File: src/fxr_pkg.sv
// fxr_pkg: shared constants and types of the fp exception reporting block
// assumes a 32-bit apb register space with an 8-bit byte address

package fxr_pkg;

  // ----------------------------------------------------------------
  // sizes
  // ----------------------------------------------------------------
  localparam int NEXC  = 6;
  localparam int NFLAG = 7;
  localparam int NIRQ  = 3;
  localparam int AW    = 8;

  // ----------------------------------------------------------------
  // register byte offsets
  // ----------------------------------------------------------------
  localparam logic [7:0] OFF_CTRL     = 8'h00;
  localparam logic [7:0] OFF_STAT     = 8'h04;
  localparam logic [7:0] OFF_IRQ_STAT = 8'h08;
  localparam logic [7:0] OFF_IRQ_MASK = 8'h0c;

  // ----------------------------------------------------------------
  // exception class bit positions (flags and masks share them)
  // ----------------------------------------------------------------
  localparam int EXC_INV  = 0;
  localparam int EXC_DEN  = 1;
  localparam int EXC_ZDIV = 2;
  localparam int EXC_OVF  = 3;
  localparam int EXC_UNF  = 4;
  localparam int EXC_PREC = 5;

  // ----------------------------------------------------------------
  // control register fields
  // ----------------------------------------------------------------
  localparam int          CTRL_MASK_LSB = 0;
  localparam int          CTRL_RND_LSB  = 8;
  localparam int          CTRL_NATIVE_BIT = 12;
  localparam int          CTRL_DEFER    = 13;
  localparam logic [31:0] CTRL_RST      = 32'h0000003f;
  localparam logic [31:0] CTRL_WMASK    = 32'h0000333f;

  // ----------------------------------------------------------------
  // status register fields
  // ----------------------------------------------------------------
  localparam int STAT_STACK_FAULT_BIT = 6;
  localparam int STAT_PEND_BIT = 7;
  localparam int STAT_FRZ_BIT  = 8;
  localparam int STAT_ERR_BIT  = 9;

  // ----------------------------------------------------------------
  // interrupt events
  // ----------------------------------------------------------------
  localparam int IRQ_UNM = 0;
  localparam int IRQ_FRZ = 1;
  localparam int IRQ_REL = 2;

  // ----------------------------------------------------------------
  // types
  // ----------------------------------------------------------------
  typedef enum logic [1:0] {
    FXR_RND_NEAR,
    FXR_RND_CHOP,
    FXR_RND_UP,
    FXR_RND_DOWN
  } fxr_rnd_t;

  typedef enum logic [1:0] {
    FXR_OP_CLEAR,
    FXR_OP_REINIT,
    FXR_OP_SAVE,
    FXR_OP_RESTORE
  } fxr_op_t;

  typedef enum logic {
    FXR_RUN,
    FXR_FROZEN
  } fxr_state_t;

endpackage : fxr_pkg

File: src/fxr_flag_if.sv
// fxr_flag_if: carries set, clear and load requests to the sticky flags
// assumes one clock domain shared by owner and user

`timescale 1ns/1ps

interface fxr_flag_if #(parameter int N = 7);
  logic [N-1:0] set;
  logic         clr;
  logic         load;
  logic [N-1:0] load_val;
  logic [N-1:0] flags;

  modport owner (output flags, input set, clr, load, load_val);
  modport user  (input flags, output set, clr, load, load_val);
endinterface : fxr_flag_if

File: src/fxr_flags.sv
// fxr_flags: sticky, cumulative exception flag bank
// assumes set pulses are one cycle; set wins over clear and load

`timescale 1ns/1ps

module fxr_flags #(
  parameter int N = 7
) (
  // clock and reset
  input  wire logic mclk_i,
  input  wire logic rst_i,
  // flag requests
  fxr_flag_if.owner f
);

  logic [N-1:0] flags;
  logic [N-1:0] next_flags;

  always_comb
  begin
    next_flags = flags;
    if (f.clr)
    begin
      next_flags = '0;
    end
    if (f.load)
    begin
      next_flags = f.load_val;
    end
    next_flags = next_flags | f.set;
  end

  always_ff @(posedge mclk_i or posedge rst_i)
  begin
    if (rst_i)
    begin
      flags <= '0;
    end
    else
    begin
      flags <= next_flags;
    end
  end

  assign f.flags = flags;

endmodule : fxr_flags

File: src/fxr_irq.sv
// fxr_irq: sticky interrupt status, write-one-to-clear, with mask
// assumes event bits are one-cycle pulses; event wins over clear

`timescale 1ns/1ps

module fxr_irq #(
  parameter int N = 3
) (
  // clock and reset
  input  wire logic         mclk_i,
  input  wire logic         rst_i,
  // events and register writes
  input  wire logic [N-1:0] event_i,
  input  wire logic         wr_stat_i,
  input  wire logic         wr_mask_i,
  input  wire logic [N-1:0] wdata_i,
  // state
  output logic      [N-1:0] stat_o,
  output logic      [N-1:0] mask_o,
  output logic              irq_o
);

  logic [N-1:0] next_stat;
  logic [N-1:0] next_mask;
  logic         next_irq;

  always_comb
  begin
    next_stat = stat_o;
    next_mask = mask_o;
    if (wr_stat_i)
    begin
      next_stat = stat_o & ~wdata_i;
    end
    if (wr_mask_i)
    begin
      next_mask = wdata_i;
    end
    next_stat = next_stat | event_i;
    next_irq  = |(next_stat & next_mask);
  end

  always_ff @(posedge mclk_i or posedge rst_i)
  begin
    if (rst_i)
    begin
      stat_o <= '0;
      mask_o <= '0;
      irq_o  <= 1'b0;
    end
    else
    begin
      stat_o <= next_stat;
      mask_o <= next_mask;
      irq_o  <= next_irq;
    end
  end

endmodule : fxr_irq

File: src/fxr_top.sv
// fxr_top: fp exception detection, masking and external error reporting
// assumes datapath, decode and op strobes are synchronous to mclk_i
//
// How it works
// - detect six classes, invalid with stack-fault subcase
// - each class has flag and mask; masked fixes up
// - masked exception sets flag, nothing else shown
// - one instruction may raise several flags
// - masked underflow stores denormal or zero
// - four selectable rounding modes
// - flags sticky; cleared only by clear/reinit/save/restore
// - unmasked exception aborts instruction toward handler
// - legacy error asserts on detect or next fp/wait
// - pending error freezes before next waiting fp/wait
// - frozen until an external interrupt arrives
// - legacy mode with ignore input never freezes
// - coprocessor variant drives a dedicated error line
// - waiting fp instruction with flags pending re-raises
// - later generations report errors at the next waiting fp/wait instruction
// - packed single-precision exceptions never drive error

`timescale 1ns/1ps

module fxr_top (
  // clock and reset
  input  wire logic                  mclk_i,
  input  wire logic                  rst_i,
  // apb slave
  input  wire logic                  psel_i,
  input  wire logic                  penable_i,
  input  wire logic                  pwrite_i,
  input  wire logic [fxr_pkg::AW-1:0] paddr_i,
  input  wire logic [31:0]           pwdata_i,
  output logic      [31:0]           prdata_o,
  output logic                       pready_o,
  output logic                       pslverr_o,
  // datapath exception detection
  input  wire logic                  exc_valid_i,
  input  wire logic [fxr_pkg::NEXC-1:0] exc_i,
  input  wire logic                  stack_fault_i,
  input  wire logic                  below_min_i,
  // instruction stream
  input  wire logic                  instr_valid_i,
  input  wire logic                  instr_fp_i,
  input  wire logic                  instr_wait_i,
  input  wire logic                  instr_nowait_i,
  // flag operations
  input  wire logic                  op_valid_i,
  input  wire fxr_pkg::fxr_op_t      op_i,
  input  wire logic [fxr_pkg::NFLAG-1:0] op_data_i,
  // system pins
  input  wire logic                  ignore_numeric_error_in_i,
  input  wire logic                  maskable_irq_in_i,
  // reporting and fix-up
  output logic                       fpu_error_out_o,
  output logic                       coproc_error_o,
  output logic                       freeze_o,
  output logic                       abort_o,
  output logic                       native_exc_o,
  output logic      [fxr_pkg::NEXC-1:0] fixup_o,
  output logic                       denorm_store_o,
  output logic                       zero_store_o,
  output fxr_pkg::fxr_rnd_t          round_mode_o,
  output logic                       irq_o
);

  // ----------------------------------------------------------------
  // address decode
  // ----------------------------------------------------------------
  function automatic logic fxr_hit(input logic [fxr_pkg::AW-1:0] a);
    fxr_hit = (a == fxr_pkg::OFF_CTRL) || (a == fxr_pkg::OFF_STAT) ||
              (a == fxr_pkg::OFF_IRQ_STAT) || (a == fxr_pkg::OFF_IRQ_MASK);
  endfunction : fxr_hit

  fxr_flag_if #(.N(fxr_pkg::NFLAG)) flg ();

  logic [31:0]              ctrl;
  logic [31:0]              next_ctrl;
  logic [fxr_pkg::NEXC-1:0] mask;
  logic                     native_error_enable;
  logic                     defer;
  logic [fxr_pkg::NEXC-1:0] exc_seen;
  logic [fxr_pkg::NEXC-1:0] unm_now;
  logic                     pending;
  logic                     fp_seen;
  logic                     blocking;
  logic                     ignore_eff;
  logic                     access;
  logic                     wr_en;
  logic [fxr_pkg::NIRQ-1:0] irq_ev;
  logic [fxr_pkg::NIRQ-1:0] irq_stat;
  logic [fxr_pkg::NIRQ-1:0] irq_mask;
  fxr_pkg::fxr_state_t      state;
  fxr_pkg::fxr_state_t      next_state;
  logic                     armed;
  logic                     next_armed;
  logic                     next_native;
  logic [31:0]              next_rdata;
  logic                     next_ready;
  logic                     next_err;

  assign mask       = ctrl[fxr_pkg::CTRL_MASK_LSB +: fxr_pkg::NEXC];
  assign native_error_enable = ctrl[fxr_pkg::CTRL_NATIVE_BIT];
  assign defer      = ctrl[fxr_pkg::CTRL_DEFER];
  assign exc_seen   = exc_valid_i ? exc_i : '0;
  assign unm_now    = exc_seen & ~mask;
  assign pending    = |(flg.flags[fxr_pkg::NEXC-1:0] & ~mask);
  assign fp_seen    = instr_valid_i & (instr_fp_i | instr_wait_i);
  assign blocking   = fp_seen & ~instr_nowait_i;
  assign ignore_eff = ~native_error_enable &
                      ignore_numeric_error_in_i;
  assign access     = psel_i & penable_i;
  assign wr_en      = access & pready_o & pwrite_i;

  // ----------------------------------------------------------------
  // sticky flags
  // ----------------------------------------------------------------
  always_comb
  begin
    flg.set      = '0;
    flg.set[fxr_pkg::NEXC-1:0] = exc_seen;
    flg.set[fxr_pkg::STAT_STACK_FAULT_BIT] = exc_seen[fxr_pkg::EXC_INV] &
                                             stack_fault_i;
    flg.clr      = op_valid_i && (op_i != fxr_pkg::FXR_OP_RESTORE);
    flg.load     = op_valid_i && (op_i == fxr_pkg::FXR_OP_RESTORE);
    flg.load_val = op_data_i;
  end

  fxr_flags #(.N(fxr_pkg::NFLAG)) u_flags (
    .mclk_i (mclk_i),
    .rst_i  (rst_i),
    .f      (flg.owner)
  );

  // ----------------------------------------------------------------
  // control register
  // ----------------------------------------------------------------
  always_comb
  begin
    next_ctrl = ctrl;
    if (wr_en && (paddr_i == fxr_pkg::OFF_CTRL))
    begin
      next_ctrl = pwdata_i & fxr_pkg::CTRL_WMASK;
    end
    if (op_valid_i && (op_i == fxr_pkg::FXR_OP_REINIT ||
                       op_i == fxr_pkg::FXR_OP_SAVE))
    begin
      next_ctrl = fxr_pkg::CTRL_RST;
    end
  end

  // ----------------------------------------------------------------
  // freeze, error and re-raise
  // ----------------------------------------------------------------
  always_comb
  begin
    next_state  = state;
    next_native = 1'b0;
    unique case (state)
      fxr_pkg::FXR_RUN:
      begin
        if (pending && blocking)
        begin
          if (native_error_enable)
          begin
            next_native = 1'b1;
          end
          else if (!ignore_eff)
          begin
            next_state = fxr_pkg::FXR_FROZEN;
          end
        end
      end
      fxr_pkg::FXR_FROZEN:
      begin
        if (maskable_irq_in_i)
        begin
          next_state = fxr_pkg::FXR_RUN;
        end
      end
    endcase
    // only the scalar flag bank feeds the error pin
    next_armed = ~native_error_enable & pending &
                 (armed | fp_seen | ~defer);
    irq_ev     = '0;
    irq_ev[fxr_pkg::IRQ_UNM] = |unm_now;
    irq_ev[fxr_pkg::IRQ_FRZ] = (state == fxr_pkg::FXR_RUN) &&
                               (next_state == fxr_pkg::FXR_FROZEN);
    irq_ev[fxr_pkg::IRQ_REL] = (state == fxr_pkg::FXR_FROZEN) &&
                               (next_state == fxr_pkg::FXR_RUN);
  end

  fxr_irq #(.N(fxr_pkg::NIRQ)) u_irq (
    .mclk_i    (mclk_i),
    .rst_i     (rst_i),
    .event_i   (irq_ev),
    .wr_stat_i (wr_en && (paddr_i == fxr_pkg::OFF_IRQ_STAT)),
    .wr_mask_i (wr_en && (paddr_i == fxr_pkg::OFF_IRQ_MASK)),
    .wdata_i   (pwdata_i[fxr_pkg::NIRQ-1:0]),
    .stat_o    (irq_stat),
    .mask_o    (irq_mask),
    .irq_o     (irq_o)
  );

  // ----------------------------------------------------------------
  // apb answer
  // ----------------------------------------------------------------
  always_comb
  begin
    next_ready = access & ~pready_o;
    next_err   = access & ~pready_o & ~fxr_hit(paddr_i);
    next_rdata = '0;
    unique case (paddr_i)
      fxr_pkg::OFF_CTRL:     next_rdata = ctrl;
      fxr_pkg::OFF_STAT:
      begin
        next_rdata[fxr_pkg::NFLAG-1:0]       = flg.flags;
        next_rdata[fxr_pkg::STAT_PEND_BIT]   = pending;
        next_rdata[fxr_pkg::STAT_FRZ_BIT]    = state == fxr_pkg::FXR_FROZEN;
        next_rdata[fxr_pkg::STAT_ERR_BIT]    = fpu_error_out_o;
      end
      fxr_pkg::OFF_IRQ_STAT: next_rdata[fxr_pkg::NIRQ-1:0] = irq_stat;
      fxr_pkg::OFF_IRQ_MASK: next_rdata[fxr_pkg::NIRQ-1:0] = irq_mask;
      default:               next_rdata = '0;
    endcase
    if (!next_ready || pwrite_i)
    begin
      next_rdata = '0;
    end
  end

  // ----------------------------------------------------------------
  // registers
  // ----------------------------------------------------------------
  always_ff @(posedge mclk_i or posedge rst_i)
  begin
    if (rst_i)
    begin
      ctrl            <= fxr_pkg::CTRL_RST;
      state           <= fxr_pkg::FXR_RUN;
      armed           <= 1'b0;
      fpu_error_out_o <= 1'b0;
      coproc_error_o  <= 1'b0;
      freeze_o        <= 1'b0;
      abort_o         <= 1'b0;
      native_exc_o    <= 1'b0;
      fixup_o         <= '0;
      denorm_store_o  <= 1'b0;
      zero_store_o    <= 1'b0;
      round_mode_o    <= fxr_pkg::FXR_RND_NEAR;
      prdata_o        <= '0;
      pready_o        <= 1'b0;
      pslverr_o       <= 1'b0;
    end
    else
    begin
      ctrl            <= next_ctrl;
      state           <= next_state;
      armed           <= next_armed;
      fpu_error_out_o <= next_armed;
      coproc_error_o  <= pending;
      freeze_o        <= next_state == fxr_pkg::FXR_FROZEN;
      abort_o         <= |unm_now;
      native_exc_o    <= next_native;
      fixup_o         <= exc_seen & mask;
      denorm_store_o  <= exc_seen[fxr_pkg::EXC_UNF] &
                         mask[fxr_pkg::EXC_UNF] & ~below_min_i;
      zero_store_o    <= exc_seen[fxr_pkg::EXC_UNF] &
                         mask[fxr_pkg::EXC_UNF] & below_min_i;
      round_mode_o    <= fxr_pkg::fxr_rnd_t'(
                         next_ctrl[fxr_pkg::CTRL_RND_LSB +: 2]);
      prdata_o        <= next_rdata;
      pready_o        <= next_ready;
      pslverr_o       <= next_err;
    end
  end
endmodule : fxr_top

File: config.mk
export PLATFORM = sky130hd
export DESIGN_NAME = fxr_top
export DESIGN_NICKNAME = d
export VERILOG_FILES = /design/src/fxr_pkg.sv /design/src/fxr_flag_if.sv /design/src/fxr_flags.sv /design/src/fxr_irq.sv /design/src/fxr_top.sv
export SDC_FILE = /design/constraint.sdc
export NUM_CORES = 1
export LEC_CHECK = 0
export ABC_CLOCK_PERIOD_IN_PS = 3900
export BUFFER_PORTS_ARGS = -buffer_cell sky130_fd_sc_hd__buf_2
export CORE_MARGIN = 2
export CORE_UTILIZATION = 25
export CTS_BUF_LIST = sky130_fd_sc_hd__clkbuf_2
export DETAILED_ROUTE_END_ITERATION = 10
export GPL_TIMING_DRIVEN = 0
export PLACE_DENSITY_LB_ADDON = 0.25
export SETUP_SLACK_MARGIN = 0.1
export SLEW_MARGIN = 30
export SYNTH_ARGS = -nofsm -noshare
export SYNTH_HDL_FRONTEND = slang
export SYNTH_SLANG_ARGS = --single-unit
export TNS_END_PERCENT = 50
File: constraint.sdc
create_clock -name mclk_i -period 3.9 [get_ports mclk_i]
set_input_delay 0.195 -clock mclk_i [delete_from_list [all_inputs] [get_ports mclk_i]]
set_output_delay 0.195 -clock mclk_i [all_outputs]
set_load 0.02 [all_outputs]
==> reports/qor.yml <==
floorplan:
  num_io_pins: 120
  core_um2: 9110
  horizontal_die_dimension_um: 100
  rows: 35
  design.die.area_um2: 10000
  dieHeight_um: 100
  initial_core_util_pct: 25.4
cts:
  clock_net_sink_count: 51
  cts-root-to-sink-buffers: 2
  insertion_delay_ns: 0.42
  cts_made_buffers: 5
  cts_root_buffer: "sky130_fd_sc_hd__clkbuf_2"
  tritoncts: "built"
  post_cts.repair.setup_buffers: 0
  clk_transition_reported_paths_ns: 0.24
  htreeDepth: 2
global_route:
  overflow: 0
  number_of_global_route_vias_before_repair: 1801
  groute.usage.overall_pct: 11.8
  grt_antenna_before_repair: 0
  grt_pass1_wl_mm: 9.11
  grt_max_degree: 52
timing:
  rsz0062_at_grt: "false"
  total_setup_violations_reported_at_the_end_of_the_flow: 0
  worst_max_slew_pin_slew_ns: 0.809
  slew-limit-headroom_pct: 45.6
  hold_violations: 0
  final.min_clock_period_ns: 2.21
  achievable-frequency_ghz: 0.452
  totalNegativeSetupSlack_ns: 0
  final_min_period_over_clock_period_pct: 56.7
  maxSlewViolCount: 0
  skew_ns: 0.0238
detailed_routing:
  wirelength_mm: 6.03
  drcViolationCount: 0
  vias: 1888
  drt-vias-per-instance: 4.30
  first_pass_iters: 4
  wirelength_met1_mm: 2.63
  wl_met2_mm: 3.03
  post_drt_wl_per_cell_um: 13.7
  highest_routed_metal_layer: "met4"
  first_iter_violations: 76
  routed-wl-met3_um: 295
  final_antenna_net_count: 0
layout:
  most-common-layout-cells: "sky130_fd_sc_hd__buf_2, sky130_fd_sc_hd__dfrtp_1, sky130_fd_sc_hd__dlygate4sd3_1"
  area_delta_synth_final_pct: 37.9
  antenna_cells_inserted: 0
  layout.cells.most_common: "sky130_fd_sc_hd__buf_2"
  nNetsFinal: 398
  finalCoreUtilization_pct: 35.0
  post_route_cells_drive_above_1_share_pct: 38.4
logic_synthesis:
  post_synth_num_cell_types: 42
  async_s_r_ff_share_synth_pct: 100
  synthesis.area_um2: 2310
  synth_warnings: 0
  synth.top_cells.by_area: "sky130_fd_sc_hd__dfrtp_1, sky130_fd_sc_hd__buf_4, sky130_fd_sc_hd__dfstp_2"
  synthesis.area_per_instance_um2: 11.5
  synth_seq_cells: 51
  netlist.area_leader.share_pct: 48.7
  synth-seq-area-share_pct: 55.5
  synth_edf_count: 0
  postSynthCellCount: 201
  synth_ff_type: "sky130_fd_sc_hd__dfrtp_1"
  synth_area_leader_cell: "sky130_fd_sc_hd__dfrtp_1"
setup_path:
  timing.critical_path.to_type: "flop"
  worst_ep_required_time_ns: 4.23
  worstSetupPathType: "flop to flop"
  r2r_start: "ctrl[2]"
  worst_setup_path_startpoint: "ctrl[2]"
  arrival_ns: 2.54
  worst_setup_path_start_kind: "flop"
  timing.critical_path.fanout_max: 5
pwr:
  power_switching_uw: 254
  p_per_area_nw_per_um2: 289
  part_of_the_total_power_dissipated_in_combinational_logic_pct: 17.3
  report.power.total_uw: 920
  pwr-share-clk_pct: 22.1
  sw_frac_of_total_pct: 27.6
  vdd.ir_drop.worst_mv: 0.100
  power_frac_seq_pct: 60.6
  internal_power_uw: 666
  power.static_leakage_nw: 1.66
placed_design:
  detailed_place_hpwl_mm: 4.47
  place_congestion: 0.798
  io_buffer_count: 75
worst_hold_path:
  holdCritStartpoint: "exc_i[2]"
  min-delay-path-class: "input port to flop"
job:
  max_cap_violations: 0
status:
  status: "finished, final reports clean"
## flip-flops by register name, indices dropped and copies added (netlist names)
register,count
prdata_o,12
ctrl,10
u_flags.f.flags,7
fixup_o,6
u_irq.mask_o,3
u_irq.stat_o,3
abort_o,1
armed,1
coproc_error_o,1
denorm_store_o,1
native_exc_o,1
pready_o,1
pslverr_o,1
state,1
u_irq.irq_o,1
zero_store_o,1
## power groups by stage
| stage | combinational [mW] | clock (mW) | sequential, mW |
|---|---|---|---|
| after global placement | 0.140 | 0 | 0.566 |
| after CTS | 0.159 | 0.214 | 0.558 |
| after detailed placement | 0.141 | 0 | 0.566 |
| final | 0.159 | 0.204 | 0.557 |
| after floorplan | 0.0846 | 0 | 0.571 |
| after global routing | 0.176 | 0.233 | 0.560 |
## cell usage after synthesis, drive strengths merged (4+ instances only)
| library cell | number |
|---|---|
| o211ai | 6 |
| nor2b | 4 |
| dfrtp | 45 |
| buf | 22 |
| inv | 19 |
| a22o | 9 |
| nand2 | 19 |
| o22a | 6 |
| and2 | 7 |
| o22ai | 6 |
| clkbuf | 4 |
| or3 | 5 |
| dfstp | 6 |
| and3 | 6 |
## per-layer routing
metal,global-route usage [%],vias up
met1,15.4,915
li1,-,911
met3,2.16,4
met4,3.79,0
met2,19.8,58
met5,0,-
## repair_timing
action	CTS	global route
hold endpoints to repair	65	3
hold buffers	22	3
gates resized for setup	0	0
## critical path, cell delays in order (launching register included)
cell and delay (ns):
sky130_fd_sc_hd__dfstp_2 0.65, sky130_fd_sc_hd__o22ai_1 0.11, sky130_fd_sc_hd__nor3_1 0.52, sky130_fd_sc_hd__or2_2 0.23
sky130_fd_sc_hd__o32ai_1 0.07, sky130_fd_sc_hd__dlygate4sd3_1 0.56
## worst paths after layout
kind / end / slack, ns / cells past startpoint
setup / recovery: state / 1.69 / 5
hold / removal: fixup_o[2] / 0.04 / 2
setup reg to reg: state / 1.69 / 5
hold reg to reg: prdata_o[6] / 0.50 / 1
max in group asynchronous: prdata_o[3] / 3.11 / 3
min in group asynchronous: u_irq.stat_o[0] / 0.38 / 3
## logic make-up (layout without fill, tap and decap cells)
family | Yosys count | after routing | synth area share, %
adders and majority gates | 1 | 1 | 0.541
AOI/OAI and AO/OA | 41 | 41 | 14.1
buffers and inverters | 45 | 153 | 10.9
other | 1 | 20 | 0.162
DFF | 51 | 51 | 55.5
muxes | 6 | 6 | 4.38
and+or+nand+nor | 56 | 56 | 14.4
## metrics by stage
step                setup WS, ns  hold slack [ns]  area, um^2  instances
global route                1.57          0.00135        3190        439
CTS                         1.63          0.00200        3160        436
detailed placement          1.41            0.334        2900        406
global placement            1.39            0.361        2900        406
floorplan                   1.80            0.261        2380        220
finish                      1.69           0.0399        3190        439
## area by class of cell
cell class / instances / area (um^2)
multi-input cells: 124 / 848
repair buffers: 100 / 626
fillers: 957 / 5920
clock inverters: 2 / 7.51
clock buffers: 6 / 30.0
well taps: 111 / 139
inverters: 19 / 73.8
plain buffers: 26 / 180
flip-flops and latches: 51 / 1280
(Power assumes the default switching activity.)
